<file path="src/core/asl_pkg.sv">
/*
  constants and state types for the address strap and link status bank.
  assumes one 25 MHz clock shared with the frame decoder and the strap converter.
*/
`default_nettype none
package asl_pkg;
  // ----------------------------------------
  // register map
  // ----------------------------------------
  localparam int unsigned ADDR_W           = 4;
  localparam int unsigned DATA_W           = 13;
  localparam logic [3:0]  STRAP_CODES_ADDR = 4'hc;
  localparam logic [3:0]  LINK_STATUS_ADDR = 4'hd;

  // strap code field positions
  localparam int unsigned STRAP0_LSB = 0;
  localparam int unsigned STRAP1_LSB = 4;
  localparam int unsigned STRAP2_LSB = 8;
  localparam int unsigned CODE_W     = 4;

  // link status bit positions
  localparam int unsigned WDOG_BIT       = 8;
  localparam int unsigned TIMEOUT_BIT    = 7;
  localparam int unsigned CRC_BIT        = 6;
  localparam int unsigned SYNC_PAR_BIT   = 5;
  localparam int unsigned PL_PAR_BIT     = 4;
  localparam int unsigned SYNC_STOP_BIT  = 3;
  localparam int unsigned PL_STOP_BIT    = 2;
  localparam int unsigned PL_START_BIT   = 1;
  localparam logic [8:1]  STATUS_RESET   = 8'h00;
  localparam logic [11:0] CODES_RESET    = 12'h000;
  // synchroniser and line level preset to idle high, so reset brings no false edge
  localparam logic [2:0]  SYNC_RESET     = 3'h7;
  localparam logic        LINE_IDLE      = 1'h1;

  // lowest legal strap code; below it the strap reads as shorted
  localparam logic [3:0]  STRAP_MIN_CODE = 4'h1;

  // ----------------------------------------
  // timing
  // ----------------------------------------
  localparam int unsigned CLK_HZ       = 25_000_000;
  localparam int unsigned WDOG_TIME_S  = 4;
  localparam int unsigned WDOG_CYCLES  = WDOG_TIME_S * CLK_HZ;
  localparam int unsigned WDOG_CNT_W   = 27;
  localparam int unsigned TIMEOUT_BITS = 16;
  localparam int unsigned PERIOD_W     = 16;
  localparam int unsigned GAP_W        = 20;

  // ----------------------------------------
  // state
  // ----------------------------------------
  typedef enum logic [1:0] {
    MEAS_IDLE,
    MEAS_FIRST,
    MEAS_SECOND,
    MEAS_RUN
  } asl_meas_t;

  typedef struct packed {
    logic [2:0]            sync;
    logic                  rxLevel;
    logic [11:0]           codes;
    logic                  sampled;
    logic                  lowFlag;
    logic [8:1]            stat;
    logic [WDOG_CNT_W-1:0] wdCnt;
    asl_meas_t             meas;
    logic [PERIOD_W-1:0]   bitPer;
    logic [GAP_W-1:0]      gapCnt;
    logic [DATA_W-1:0]     rdata;
  } asl_state_t;
endpackage
`default_nettype wire

</file>
<file path="src/core/asl_status.sv">
/*
  strap code register and link status register with write-one-to-clear flags,
  receive line watchdog and in-packet timeout.
  assumes the frame decoder on the same clock issues one-cycle register strobes
  and error pulses; the receive pin is asynchronous and is synchronised here.
*/
`timescale 1ns/1ps
`default_nettype none

// Behaviour
// RQ1: flag strap 0 low when its measured code is below the minimum code.
// RQ2: latch the three 4-bit strap codes measured at power up, read only.
// RQ3: strap 2 code at bits 11:8, strap 1 at 7:4; bits 5:4 are ID high bits.
// RQ4: strap 0 code at bits 3:0 forms the four low bits of the bus ID.
// RQ5: set watchdog bit 8 after at least 4 s without receive pin activity.
// RQ6: error bits 7:1 reset to zero, stay set until host writes one.
// RQ7: set timeout bit when no receive edges for over 16 bit periods mid-packet.
// RQ8: bit period comes from the sync frame at the start of each packet.
// RQ9: flag the checksum error bit when a transaction fails its checksum.
// RQ10: sample strap codes once after reset and hold them until next reset.
module asl_status #(
  parameter int unsigned WDOG_CYCLES = asl_pkg::WDOG_CYCLES
) (
  input  wire logic                       clock,
  input  wire logic                       resetn,
  input  wire logic                       ce,
  input  wire logic                       rxPin,
  input  wire logic                       packetActive,
  input  wire logic                       strapValid,
  input  wire logic [3:0]                 strap0Value,
  input  wire logic [3:0]                 strap1Value,
  input  wire logic [3:0]                 strap2Value,
  input  wire logic                       crcErr,
  input  wire logic                       syncParityErr,
  input  wire logic                       payloadParityErr,
  input  wire logic                       syncStopErr,
  input  wire logic                       payloadStopErr,
  input  wire logic                       payloadStartErr,
  input  wire logic                       regRead,
  input  wire logic                       regWrite,
  input  wire logic [asl_pkg::ADDR_W-1:0] regAddr,
  input  wire logic [asl_pkg::DATA_W-1:0] regWdata,
  output logic      [asl_pkg::DATA_W-1:0] regRdata,
  output logic      [5:0]                 deviceId,
  output logic                            strap0LowFlag,
  output logic                            watchdogExpired
);

  // ----------------------------------------
  // state
  // ----------------------------------------
  localparam logic [asl_pkg::WDOG_CNT_W-1:0] WDOG_LAST = asl_pkg::WDOG_CNT_W'(WDOG_CYCLES - 1);

  asl_pkg::asl_state_t st;
  asl_pkg::asl_state_t next_st;
  logic                rxEdge;
  logic                statusWrite;
  logic [asl_pkg::GAP_W-1:0] gapLimit;

  // a change counts only once stages two and three agree
  assign rxEdge      = (st.sync[1] == st.sync[2]) && (st.sync[1] != st.rxLevel);
  assign statusWrite = regWrite && (regAddr == asl_pkg::LINK_STATUS_ADDR);
  assign gapLimit    = asl_pkg::GAP_W'(st.bitPer * asl_pkg::TIMEOUT_BITS);

  // ----------------------------------------
  // next state
  // ----------------------------------------
  always_comb begin
    next_st = st;
    if (ce) begin
      next_st.sync = {st.sync[1:0], rxPin};
      if (rxEdge) begin
        next_st.rxLevel = st.sync[2];
      end

      // strap codes frozen after the first sample, so the ID never moves
      if (strapValid && !st.sampled) begin // see RQ10
        next_st.codes[asl_pkg::STRAP2_LSB +: asl_pkg::CODE_W] = strap2Value; // see RQ2 see RQ3
        next_st.codes[asl_pkg::STRAP1_LSB +: asl_pkg::CODE_W] = strap1Value; // see RQ3
        next_st.codes[asl_pkg::STRAP0_LSB +: asl_pkg::CODE_W] = strap0Value; // see RQ4
        next_st.lowFlag = strap0Value < asl_pkg::STRAP_MIN_CODE; // see RQ1
        next_st.sampled = 1'b1;
      end

      // read answer one cycle after the strobe
      if (regRead) begin
        if (regAddr == asl_pkg::STRAP_CODES_ADDR) begin
          next_st.rdata = {1'b0, st.codes}; // see RQ2
        end else if (regAddr == asl_pkg::LINK_STATUS_ADDR) begin
          next_st.rdata = {4'h0, st.stat, 1'b0};
        end else begin
          next_st.rdata = '0;
        end
      end

      // clear first, sets below so a same-cycle event wins
      if (statusWrite) begin
        next_st.stat = st.stat & ~regWdata[asl_pkg::WDOG_BIT:asl_pkg::PL_START_BIT]; // see RQ6
      end
      if (crcErr) begin
        next_st.stat[asl_pkg::CRC_BIT] = 1'b1; // see RQ9
      end
      if (syncParityErr) begin
        next_st.stat[asl_pkg::SYNC_PAR_BIT] = 1'b1;
      end
      if (payloadParityErr) begin
        next_st.stat[asl_pkg::PL_PAR_BIT] = 1'b1;
      end
      if (syncStopErr) begin
        next_st.stat[asl_pkg::SYNC_STOP_BIT] = 1'b1;
      end
      if (payloadStopErr) begin
        next_st.stat[asl_pkg::PL_STOP_BIT] = 1'b1;
      end
      if (payloadStartErr) begin
        next_st.stat[asl_pkg::PL_START_BIT] = 1'b1;
      end

      // watchdog saturates, so the bit re-sets after a clear while the line stays idle
      if (rxEdge) begin
        next_st.wdCnt = '0;
      end else if (st.wdCnt != WDOG_LAST) begin
        next_st.wdCnt = st.wdCnt + 1'b1;
      end else begin
        next_st.stat[asl_pkg::WDOG_BIT] = 1'b1; // see RQ5
      end

      // gap counter saturates rather than wraps
      if (rxEdge) begin
        next_st.gapCnt = '0;
      end else if (st.gapCnt != '1) begin
        next_st.gapCnt = st.gapCnt + 1'b1;
      end

      // sync frame alternates, so two edges apart is one bit period
      unique case (st.meas)
        asl_pkg::MEAS_IDLE: begin
          if (packetActive) begin
            next_st.meas = asl_pkg::MEAS_FIRST;
          end
        end
        asl_pkg::MEAS_FIRST: begin
          if (rxEdge) begin
            next_st.meas = asl_pkg::MEAS_SECOND;
          end
        end
        asl_pkg::MEAS_SECOND: begin
          if (rxEdge) begin
            next_st.bitPer = asl_pkg::PERIOD_W'(st.gapCnt + 1'b1); // see RQ8
            next_st.meas   = asl_pkg::MEAS_RUN;
          end
        end
        asl_pkg::MEAS_RUN: begin
          if (!rxEdge && (st.gapCnt > gapLimit)) begin
            next_st.stat[asl_pkg::TIMEOUT_BIT] = 1'b1; // see RQ7
            next_st.meas = asl_pkg::MEAS_IDLE;
          end
        end
      endcase
      if (!packetActive) begin
        next_st.meas = asl_pkg::MEAS_IDLE;
      end
    end
  end

  // ----------------------------------------
  // registers and outputs
  // ----------------------------------------
  always_ff @(posedge clock or negedge resetn) begin
    if (!resetn) begin
      st         <= '0;
      st.sync    <= asl_pkg::SYNC_RESET;
      st.rxLevel <= asl_pkg::LINE_IDLE;
      st.codes   <= asl_pkg::CODES_RESET;
      st.stat    <= asl_pkg::STATUS_RESET; // see RQ6
      st.meas    <= asl_pkg::MEAS_IDLE;
    end else begin
      st <= next_st;
    end
  end

  assign regRdata        = st.rdata;
  assign deviceId        = {st.codes[5:4], st.codes[3:0]}; // see RQ3 see RQ4
  assign strap0LowFlag   = st.lowFlag;
  assign watchdogExpired = st.stat[asl_pkg::WDOG_BIT];
endmodule // asl_status
`default_nettype wire

</file>
<file path="config.mk">
export PLATFORM = sky130hd
export DESIGN_NAME = asl_status
export DESIGN_NICKNAME = d
export VERILOG_FILES = /design/src/core/asl_pkg.sv /design/src/core/asl_status.sv
export SDC_FILE = /design/constraint.sdc
export NUM_CORES = 1
export LEC_CHECK = 0
export ABC_AREA = 1
export BUFFER_PORTS_ARGS = -buffer_cell sky130_fd_sc_hd__buf_2
export CAP_MARGIN = 20
export CELL_PAD_IN_SITES_DETAIL_PLACEMENT = 1
export CELL_PAD_IN_SITES_GLOBAL_PLACEMENT = 1
export CORE_UTILIZATION = 39
export CTS_CLUSTER_SIZE = 28
export DETAILED_ROUTE_END_ITERATION = 7
export MAX_ROUTING_LAYER = met4
export PLACE_DENSITY = 0.78
export RECOVER_POWER = 25
export SLEW_MARGIN = 25
export SYNTH_ARGS = -nofsm -noshare
export SYNTH_HDL_FRONTEND = slang
export SYNTH_SLANG_ARGS = --single-unit
</file>
<file path="constraint.sdc">
create_clock -name clock -period 1.65 [get_ports clock]
set_input_delay 0.33 -clock clock [delete_from_list [all_inputs] [get_ports clock]]
set_output_delay 0.33 -clock clock [all_outputs]
set_load 0.02 [all_outputs]
</file>
==> impl_metrics.ini, run 1 <==
[status]
status = finished with violations
violations = setup timing

[cts]
numCtsBuffers = 9
clock_latency_ns = 0.37
cts_root_buffer = clkbuf_16
cts_tree = done
clock-sinks = 103
cts_max_level = 3
cts_buffer_depth = 2
clkSlewWorstSetupHoldPaths_ns = 0.08

[worst_setup_path]
r2r-end = st[50]
critical_path_class = register to register
end_kind = register
crit_fanout = 3
required_ns = 1.90
r2r_cells = 12
regToRegSetupSlack_ns = -0.22
crit_arrival_ns = 2.13
r2r-start = st[14]
start_kind = register

[final_layout]
multiInputGateArea_mm2 = 0.00340
syn2layout_area_growth_pct = 35.9
final_common_cell = nand2_1
nNetsFinal = 996
final_cell_mix = nand2_1, dfrtp_1, buf_4, inv_1, nand3_1
fin_cells = 1127
design_area_mm2 = 0.00818
register_area_mm2 = 0.00259
drive_above_1_share_pct = 35.3
diodes = 0
fillers = 1793

[logic_synthesis]
synthArstFlopShare_pct = 100
synth_area_mm2 = 0.00602
ys.flop_type = dfrtp_1
synth_area_per_cell_um2 = 7.57
seq_area_frac_synth_pct = 42.9
ys_warn_count = 0
synth_edf_count = 0
ys_types = 38
synth_nets = 857
synth-seq-cells = 103
syn_inst = 795

[timing]
hold_viol_final = 0
hold_slack_ns = 0.164
slew-limit-headroom_pct = 51.3
report.final.slew_viol_count = 0
layout_setup_ws_ns = -0.225
max_freq_mhz = 533
min_period_ns = 1.87
setup_viol = 51
clock_skew_ns = 0.0110
finalCritPeriodShare_pct = 114
rsz0062_at_grt = yes
worst_pin_slew_ns = 0.730

[grt]
grt_max_degree = 55
gr-total-overflow = 0
grt_pass1_wl_mm = 30.3
grt_pass1_vias = 6015
antenna_found_initial = 0
grtUsageTotal_pct = 24.8

[worst_hold_path]
min_path_cells = 3
worstHoldEndpoint = st[78]
hp-start = payloadStartErr
hold_class = primary input to register

[floorplan]
io_pins = 64
die_h_um = 126
core-area_mm2 = 0.0151
die_w_um = 126
dieArea_mm2 = 0.0159
placementRows = 45
initial_core_util_pct = 39.8

[placement]
placed_cells = 1084
hpwl_mm = 12.5
place_ws_ns = -0.178
port_buffers = 57
dpl_cell_area_mm2 = 0.00698
gp_congestion = 0.908

[pwr]
total_leakage_power_nw = 4.01
ir_drop_v = 0.000636
power_density_mw_per_mm2 = 961

[detailed_routing]
drc = 0
post_drt_wl_per_cell_um = 19.3
drtPass1Iterations = 5
vias = 6156
routed_wl_mm = 21.7
via_per_inst = 5.46
drtAntennaViolNets = 0
drt_iter0_markers = 407

[job]
max-cap-violations = 0
[stage by stage]
stage	TNS, ns	utilization [%]	power (mW)
2_1_floorplan	0	-	4.11
6_report	-4.12	54.0	7.87
3_3_place_gp	-2.01	46.1	4.64
5_1_grt	-8.22	54.0	8.24
3_5_place_dp	-5.35	46.1	4.74
4_1_cts	-0.0901	50.8	7.49
[cells by family (layout without fill, tap and decap cells)]
kind of cell               count (synthesis)  count (layout)  share of synthesized area [%]
and+or+nand+nor                          424             424                           29.8
buffers and inverters                    126             270                           10.1
DFF                                      103             103                           42.9
AOI/OAI and AO/OA                         99              99                           9.79
xor gates and xnor gates                  23              23                           3.35
adders and majority gates                 19              19                           3.95
other                                      1               1                         0.0623
[where the power goes]
group | switching, mW | internal, mW
sequential | 0.272 | 2.83
combinational | 1.39 | 0.894
clock | 1.11 | 1.37
[cells in the mapped netlist (14+ instances only)]
master   number  area, um2
nor3_1       20        100
nor2_1       60        225
inv_1        82        308
dfrtp_1      99       2480
nand3_1      63        315
buf_4        19        143
nand2_1     254        953
ha_1         19        238
xor2_1       21        184
o21ai_2      14        123
o21ai_0      51        255
[routing by layer]
layer | GRT usage [%] | wire [um]
met4 | 8.50 | 660
met2 | 41.4 | 10800
met5 | - | 0
met1 | 31.0 | 9110
met3 | 3.19 | 1160
[worst max-delay path, cell delays in order, from the launching register on]
cell	delay (ns)
dfrtp_1	0.41
buf_4	0.14
inv_1	0.08
buf_4	0.15
ha_1	0.18
nand2_1	0.10
nor2_1	0.08
a31oi_2	0.21
nand2_2	0.10
nand2_2	0.10
nand2_2	0.07
nand2_1	0.08
nand2_1	0.07
[final cells by class]
cell class / instances / share of cell area (%)
clock buffer: 9 / 2.75
clock inverter: 7 / 1.33
inverter: 87 / 4.24
multi-input combinational: 566 / 41.5
sequential: 103 / 31.7
tap: 188 / 2.87
timing repair buffer: 160 / 14.4
timing repair inverter: 7 / 1.21
[state kept, by name, summed over array words and instances, names as in the netlist]
name	cells
watchdogExpired	1
st	83
regRdata	12
strap0LowFlag	1
deviceId	6
[timing repair]
item                                    4_1_cts  5_1_grt
buffers inserted                             14        3
hold buffers                                  1        0
gates resized for setup                      58      125
gates cloned                                  3        7
pin swaps                                    16       22
endpoints found under the setup margin       65       66
hold endpoints to repair                     99        0
[worst max path at each step]
stage	startpoint	to	slack (ns)	cells after the start
4_1_cts	st[18]	st[49]	-0.03	14
3_3_place_gp	st[51]	st[61]	-0.08	11
6_report	st[14]	st[50]	-0.22	12
3_5_place_dp	st[32]	st[49]	-0.18	12
5_1_grt	st[14]	st[50]	-0.35	12
2_1_floorplan	st[51]	st[76]	0.02	11
Note: power is estimated with default switching activity, not from simulation.
==> inputs of run 2 (changes only) <==
--- a/config.mk
+++ b/config.mk
@@ -10,6 +10,7 @@
 export CAP_MARGIN = 20
 export CELL_PAD_IN_SITES_DETAIL_PLACEMENT = 1
 export CELL_PAD_IN_SITES_GLOBAL_PLACEMENT = 1
+export CORE_MARGIN = 1
 export CORE_UTILIZATION = 39
 export CTS_CLUSTER_SIZE = 28
 export DETAILED_ROUTE_END_ITERATION = 7
==> constraint.sdc (replaced) <==
create_clock -name clock -period 1.65 [get_ports clock]
set_input_delay 0.0825 -clock clock [delete_from_list [all_inputs] [get_ports clock]]
set_output_delay 0.0825 -clock clock [all_outputs]
set_load 0.02 [all_outputs]
==> impl_metrics.ini, run 2 (synthesized netlist as in run 1, its figures left out) <==
[status]
violations = setup timing
status = finished with violations

[grt]
grt_pass1_wl_mm = 33.4
grt_pass1_vias = 6430
antenna_found_initial = 0
grtUsageTotal_pct = 27.9
grt_max_degree = 46
gr-total-overflow = 0

[pwr]
p_total_mw = 8.50
power_density_mw_per_mm2 = 952
total_leakage_power_nw = 4.34
ir_drop_v = 0.000548

[worst_setup_path]
start_kind = register
crit_arrival_ns = 2.22
slowest_delay_ns = 0.50
crit_fanout = 7
path_cells = nand4_1, nor3_2, nand2_2, nor2_4, nor2_4, buf_12, clkbuf_16, o21ai_1
required_ns = 1.94
path_delay_family = simple AND/OR/NAND/NOR gates
critical_path_class = register to register
critical_path.most_common_cell = nor2_4
end_kind = register
crit_slowest_cell = dfrtp_1
cp.buffers_inverters = 2

[floorplan]
dieArea_mm2 = 0.0159
die_h_um = 126
die_w_um = 126
initial_core_util_pct = 39.8
core-area_mm2 = 0.0151
placementRows = 45
io_pins = 64

[placement]
hpwl_mm = 12.2
place_ws_ns = -0.154
gp_congestion = 0.870
port_buffers = 57

[timing]
setup_viol = 67
clock_skew_ns = 0.0198
worst_pin_slew_ns = 0.697
max_freq_mhz = 519
finalCritPeriodShare_pct = 117
report.final.slew_viol_count = 0
rsz0062_at_grt = yes
layout_setup_ws_ns = -0.278
hold_viol_final = 0
slew-limit-headroom_pct = 53.5
min_period_ns = 1.93
hold_slack_ns = 0.00620

[final_layout]
final_util_pct = 58.9
largest_reg_flops = 83
syn2layout_area_growth_pct = 48.2
largest-register = st
drive_above_1_share_pct = 43.6
final_common_cell = nand2_1
nNetsFinal = 1023
fillers = 1735
diodes = 0
final_cell_mix = nand2_1, dfrtp_1, buf_4, inv_1, buf_2

[detailed_routing]
via_per_inst = 5.81
drtAntennaViolNets = 0
drt_iter0_markers = 594
drtPass1Iterations = 5
vias = 6707
routed_wl_mm = 28.2
drc = 0
post_drt_wl_per_cell_um = 24.4

[cts]
clock_latency_ns = 0.38
numCtsBuffers = 9
cts_max_level = 3
clkSlewWorstSetupHoldPaths_ns = 0.09
cts_root_buffer = clkbuf_16
clock-sinks = 103
cts_buffer_depth = 2
cts_tree = done

[job]
max-cap-violations = 0

[worst_hold_path]
hold_class = primary input to register
run 2: cell count changes in the layout (fill, tap and decap cells not counted), moves of 9 or more:
cell	change
nand2_1	-35
o21ai_2	+19
nand2_4	+17
nand3_1	-10
o21ai_1	-12
nand3_2	+9
nand2_2	+18
dlygate4sd3_1	+16
run 2: per-stage QoR:
stage / std cells / TNS, ns / cell area [um2]
6_report: 1154 / -10.77 / 8930
3_5_place_dp: 1073 / -3.33 / 6880
3_3_place_gp: 1073 / -0.696 / 6880
4_1_cts: 1134 / -1.27 / 7960
2_1_floorplan: 795 / 0 / 6050
5_1_grt: 1154 / -13.56 / 8930
run 2: per-layer routing:
metal	global-route usage, %	vias up	wire length, um	part of all wire [%]
met5	-	-	0	0
met4	12.7	0	1720	6.1
met3	4.38	146	1850	6.6
met2	47.1	365	13900	49
met1	32.6	3331	10700	38
li1	-	2865	-	-
run 2: what timing repair did:
item / CTS / global route
setup buffers: 23 / 14
endpoints found under the setup margin: 65 / 66
gates cloned: 5 / 9
pin swaps: 14 / 40
endpoints found under the hold margin: 74 / 0
hold buffers: 17 / 0
gates resized for setup: 76 / 239
run 2: worst paths after layout:
kind,from,endpoint,slack (ns),depth (start not counted)
setup / recovery,st[64],st[63],-0.28,8
min in group asynchronous,resetn,st[41],0.29,2
hold / removal,strap0Value[3],strap0LowFlag,0.006,4
max in group asynchronous,resetn,regRdata[2],0.35,3
hold reg to reg,strap0LowFlag,strap0LowFlag,0.49,2
setup reg to reg,st[64],st[63],-0.28,8
run 2: worst register-to-register path: stages (launching register included):
cell	delay [ns]
dfrtp_1	0.50
nand4_1	0.21
nor3_2	0.26
nand2_2	0.14
nor2_4	0.15
nor2_4	0.08
buf_12	0.18
clkbuf_16	0.19
o21ai_1	0.15
run 2: final cells by class:
cell class	count	area, um2	share of cell area (%)
Timing Repair Buffer	187	1540	17.2
Sequential cell	103	2590	29.1
Clock buffer	9	225	2.52
Clock inverter	7	103	1.15
Inverter	87	347	3.88
Multi-Input combinational cell	566	3760	42.2
Tap cell	188	235	2.63
Timing Repair inverter	7	123	1.37
run 2: power by group:
group | switching, mW | total (mW) | internal [mW]
Clock | 1.17 | 2.53 | 1.36
Sequential | 0.349 | 3.18 | 2.83
Combinational | 1.69 | 2.79 | 1.10
==> inputs of run 3 (changes only) <==
--- a/config.mk
+++ b/config.mk
@@ -17,6 +17,7 @@
 export MAX_ROUTING_LAYER = met4
 export PLACE_DENSITY = 0.78
 export RECOVER_POWER = 25
+export REMOVE_ABC_BUFFERS = 1
 export SLEW_MARGIN = 25
 export SYNTH_ARGS = -nofsm -noshare
 export SYNTH_HDL_FRONTEND = slang
==> impl_metrics.ini, run 3 (synthesized netlist as in run 1, its figures left out) <==
[final_layout]
final_cell_mix = nand2_1, buf_4, dfrtp_1, inv_1, buf_2
fillers = 1791
largest-register = st
nNetsFinal = 1024
largest_reg_flops = 83
drive_above_1_share_pct = 37.8
diodes = 0
final_common_cell = nand2_1
syn2layout_area_growth_pct = 41.6

[timing]
setup_viol = 58
hold_slack_ns = 0.0182
finalCritPeriodShare_pct = 117
max_freq_mhz = 519
slew-limit-headroom_pct = 37.0
rsz0062_at_grt = yes
tns_ns = -7.29
worst_pin_slew_ns = 0.946
clock_skew_ns = 0.0141
hold_viol_final = 0
report.final.slew_viol_count = 0
min_period_ns = 1.93
layout_setup_ws_ns = -0.279

[worst_setup_path]
critPathCapture = st[13]
path_delay_family = simple AND/OR/NAND/NOR gates
critical_path_class = register to register
slowest_delay_ns = 0.42
crit_fanout = 24
crit_arrival_ns = 2.17
cp-startpoint = st[13]
r2r-start = st[13]
required_ns = 1.89
critical_path.most_common_cell = nor2_4
start_kind = register
path_cells = ha_2, nand3_2, nor2_4, nand2_2, nor2_4, nand2_4, o21ai_4, buf_12, nand2_1, o21ai_0
crit_slowest_cell = dfrtp_1
end_kind = register
r2r-end = st[13]
cp.depth = 10
r2r_cells = 10
cp.buffers_inverters = 1
regToRegSetupSlack_ns = -0.28

[cts]
clock-sinks = 103
cts_tree = done
cts_buffer_depth = 2
cts_max_level = 3
numCtsBuffers = 9
clkSlewWorstSetupHoldPaths_ns = 0.08
clock_latency_ns = 0.38
cts_root_buffer = clkbuf_16

[detailed_routing]
drc = 0
via_per_inst = 5.67
drt_iter0_markers = 501
drtPass1Iterations = 4
drtAntennaViolNets = 0
post_drt_wl_per_cell_um = 22.5
routed_wl_mm = 26.0
vias = 6551

[grt]
grt_pass1_wl_mm = 32.4
grtUsageMet3_pct = 2.97
gr-total-overflow = 0
top_usage_layer = met2
antenna_found_initial = 0
grt_max_degree = 32
grtUsageMet1_pct = 32.9
grt_pass1_vias = 6353
grtUsageTotal_pct = 26.8
grt_use_met2_pct = 45.4

[floorplan]
die_w_um = 126
die_h_um = 126
dieArea_mm2 = 0.0159
initial_core_util_pct = 39.8
core-area_mm2 = 0.0151
io_pins = 64
placementRows = 45

[status]
violations = setup timing
status = finished with violations

[placement]
gp_congestion = 0.842
port_buffers = 57
hpwl_mm = 12.5

[job]
max-cap-violations = 0

[pwr]
power_density_mw_per_mm2 = 909
total_leakage_power_nw = 4.16
ir_drop_v = 0.000605

[worst_hold_path]
hold_class = primary input to register
==> run 3: changes by cell type in the layout (fill, tap and decap cells not counted), moves of 7 or more <==
cell | before | now
o21ai_1 | 9 | 27
o21ai_2 | 46 | 22
o21ai_0 | 17 | 24
nand2_4 | 33 | 11
nand2_1 | 177 | 208
nand2_2 | 49 | 40
==> run 3: final cells by class <==
class                      count  area [um2]  share of cell area (%)
timing repair inverter         6        80.1                   0.939
clock inverter                 7        63.8                   0.749
tap                          188         235                    2.76
sequential                   103        2590                    30.4
clock buffer                   9         225                    2.64
multi-input combinational    566        3500                    41.1
inverter                      87         347                    4.07
timing repair buffer         189        1480                    17.3
==> run 3: worst reg2reg max path, cell delays in order, from the launching register on <==
cell     delay [ns]
dfrtp_1        0.42
ha_2           0.22
nand3_2        0.13
nor2_4         0.15
nand2_2        0.09
nor2_4         0.15
nand2_4        0.09
o21ai_4        0.16
buf_12         0.19
nand2_1        0.08
o21ai_0        0.14
==> run 3: repair_timing <==
item                                    CTS  global route
hold endpoints to repair                 40             0
endpoints found under the setup margin   63            65
setup buffers                            18            18
hold buffers                             20             0
cloned                                    3             6
gates resized for setup                  69           163
pin swaps                                18            46
==> run 3: per-layer routing <==
| metal | vias to the layer above | share of wire (%) |
|---|---|---|
| met2 | 290 | 51 |
| li1 | 2857 | - |
| met5 | - | 0 |
| met3 | 101 | 5.3 |
| met4 | 0 | 4.4 |
| met1 | 3303 | 40 |
==> run 3: worst min path at each step <==
stage / startpoint / end / slack (ns) / cells past startpoint
finish: regWdata[1] / st[78] / 0.02 / 4
floorplan: resetn / deviceId[0] / -0.21 / 0
CTS: regWdata[6] / st[83] / 0.004 / 4
detailed placement: resetn / st[95] / 0.08 / 1
global placement: resetn / st[87] / 0.08 / 1
global route: regWdata[5] / st[82] / 0.05 / 4
==> run 3: power by group <==
group          switching [mW]  internal, mW  leakage, nW
Combinational            1.51         0.903         2.69
Sequential              0.274          2.83         1.34
Clock                    1.17          1.06        0.136
==> run 3: metrics by stage <==
| step | area [um2] | setup WS (ns) | util, % | power, mW | instances |
|---|---|---|---|---|---|
| final | 8520 | -0.279 | 56.3 | 7.75 | 1155 |
| after global routing | 8520 | -0.328 | 56.3 | 8.07 | 1155 |
| after detailed placement | 6880 | -0.138 | 45.4 | 4.70 | 1076 |
| after floorplan | 5740 | -0.362 | - | 3.99 | 756 |
| after global placement | 6880 | -0.0986 | 45.4 | 4.63 | 1076 |
| after CTS | 7850 | -0.0236 | 51.8 | 7.24 | 1133 |
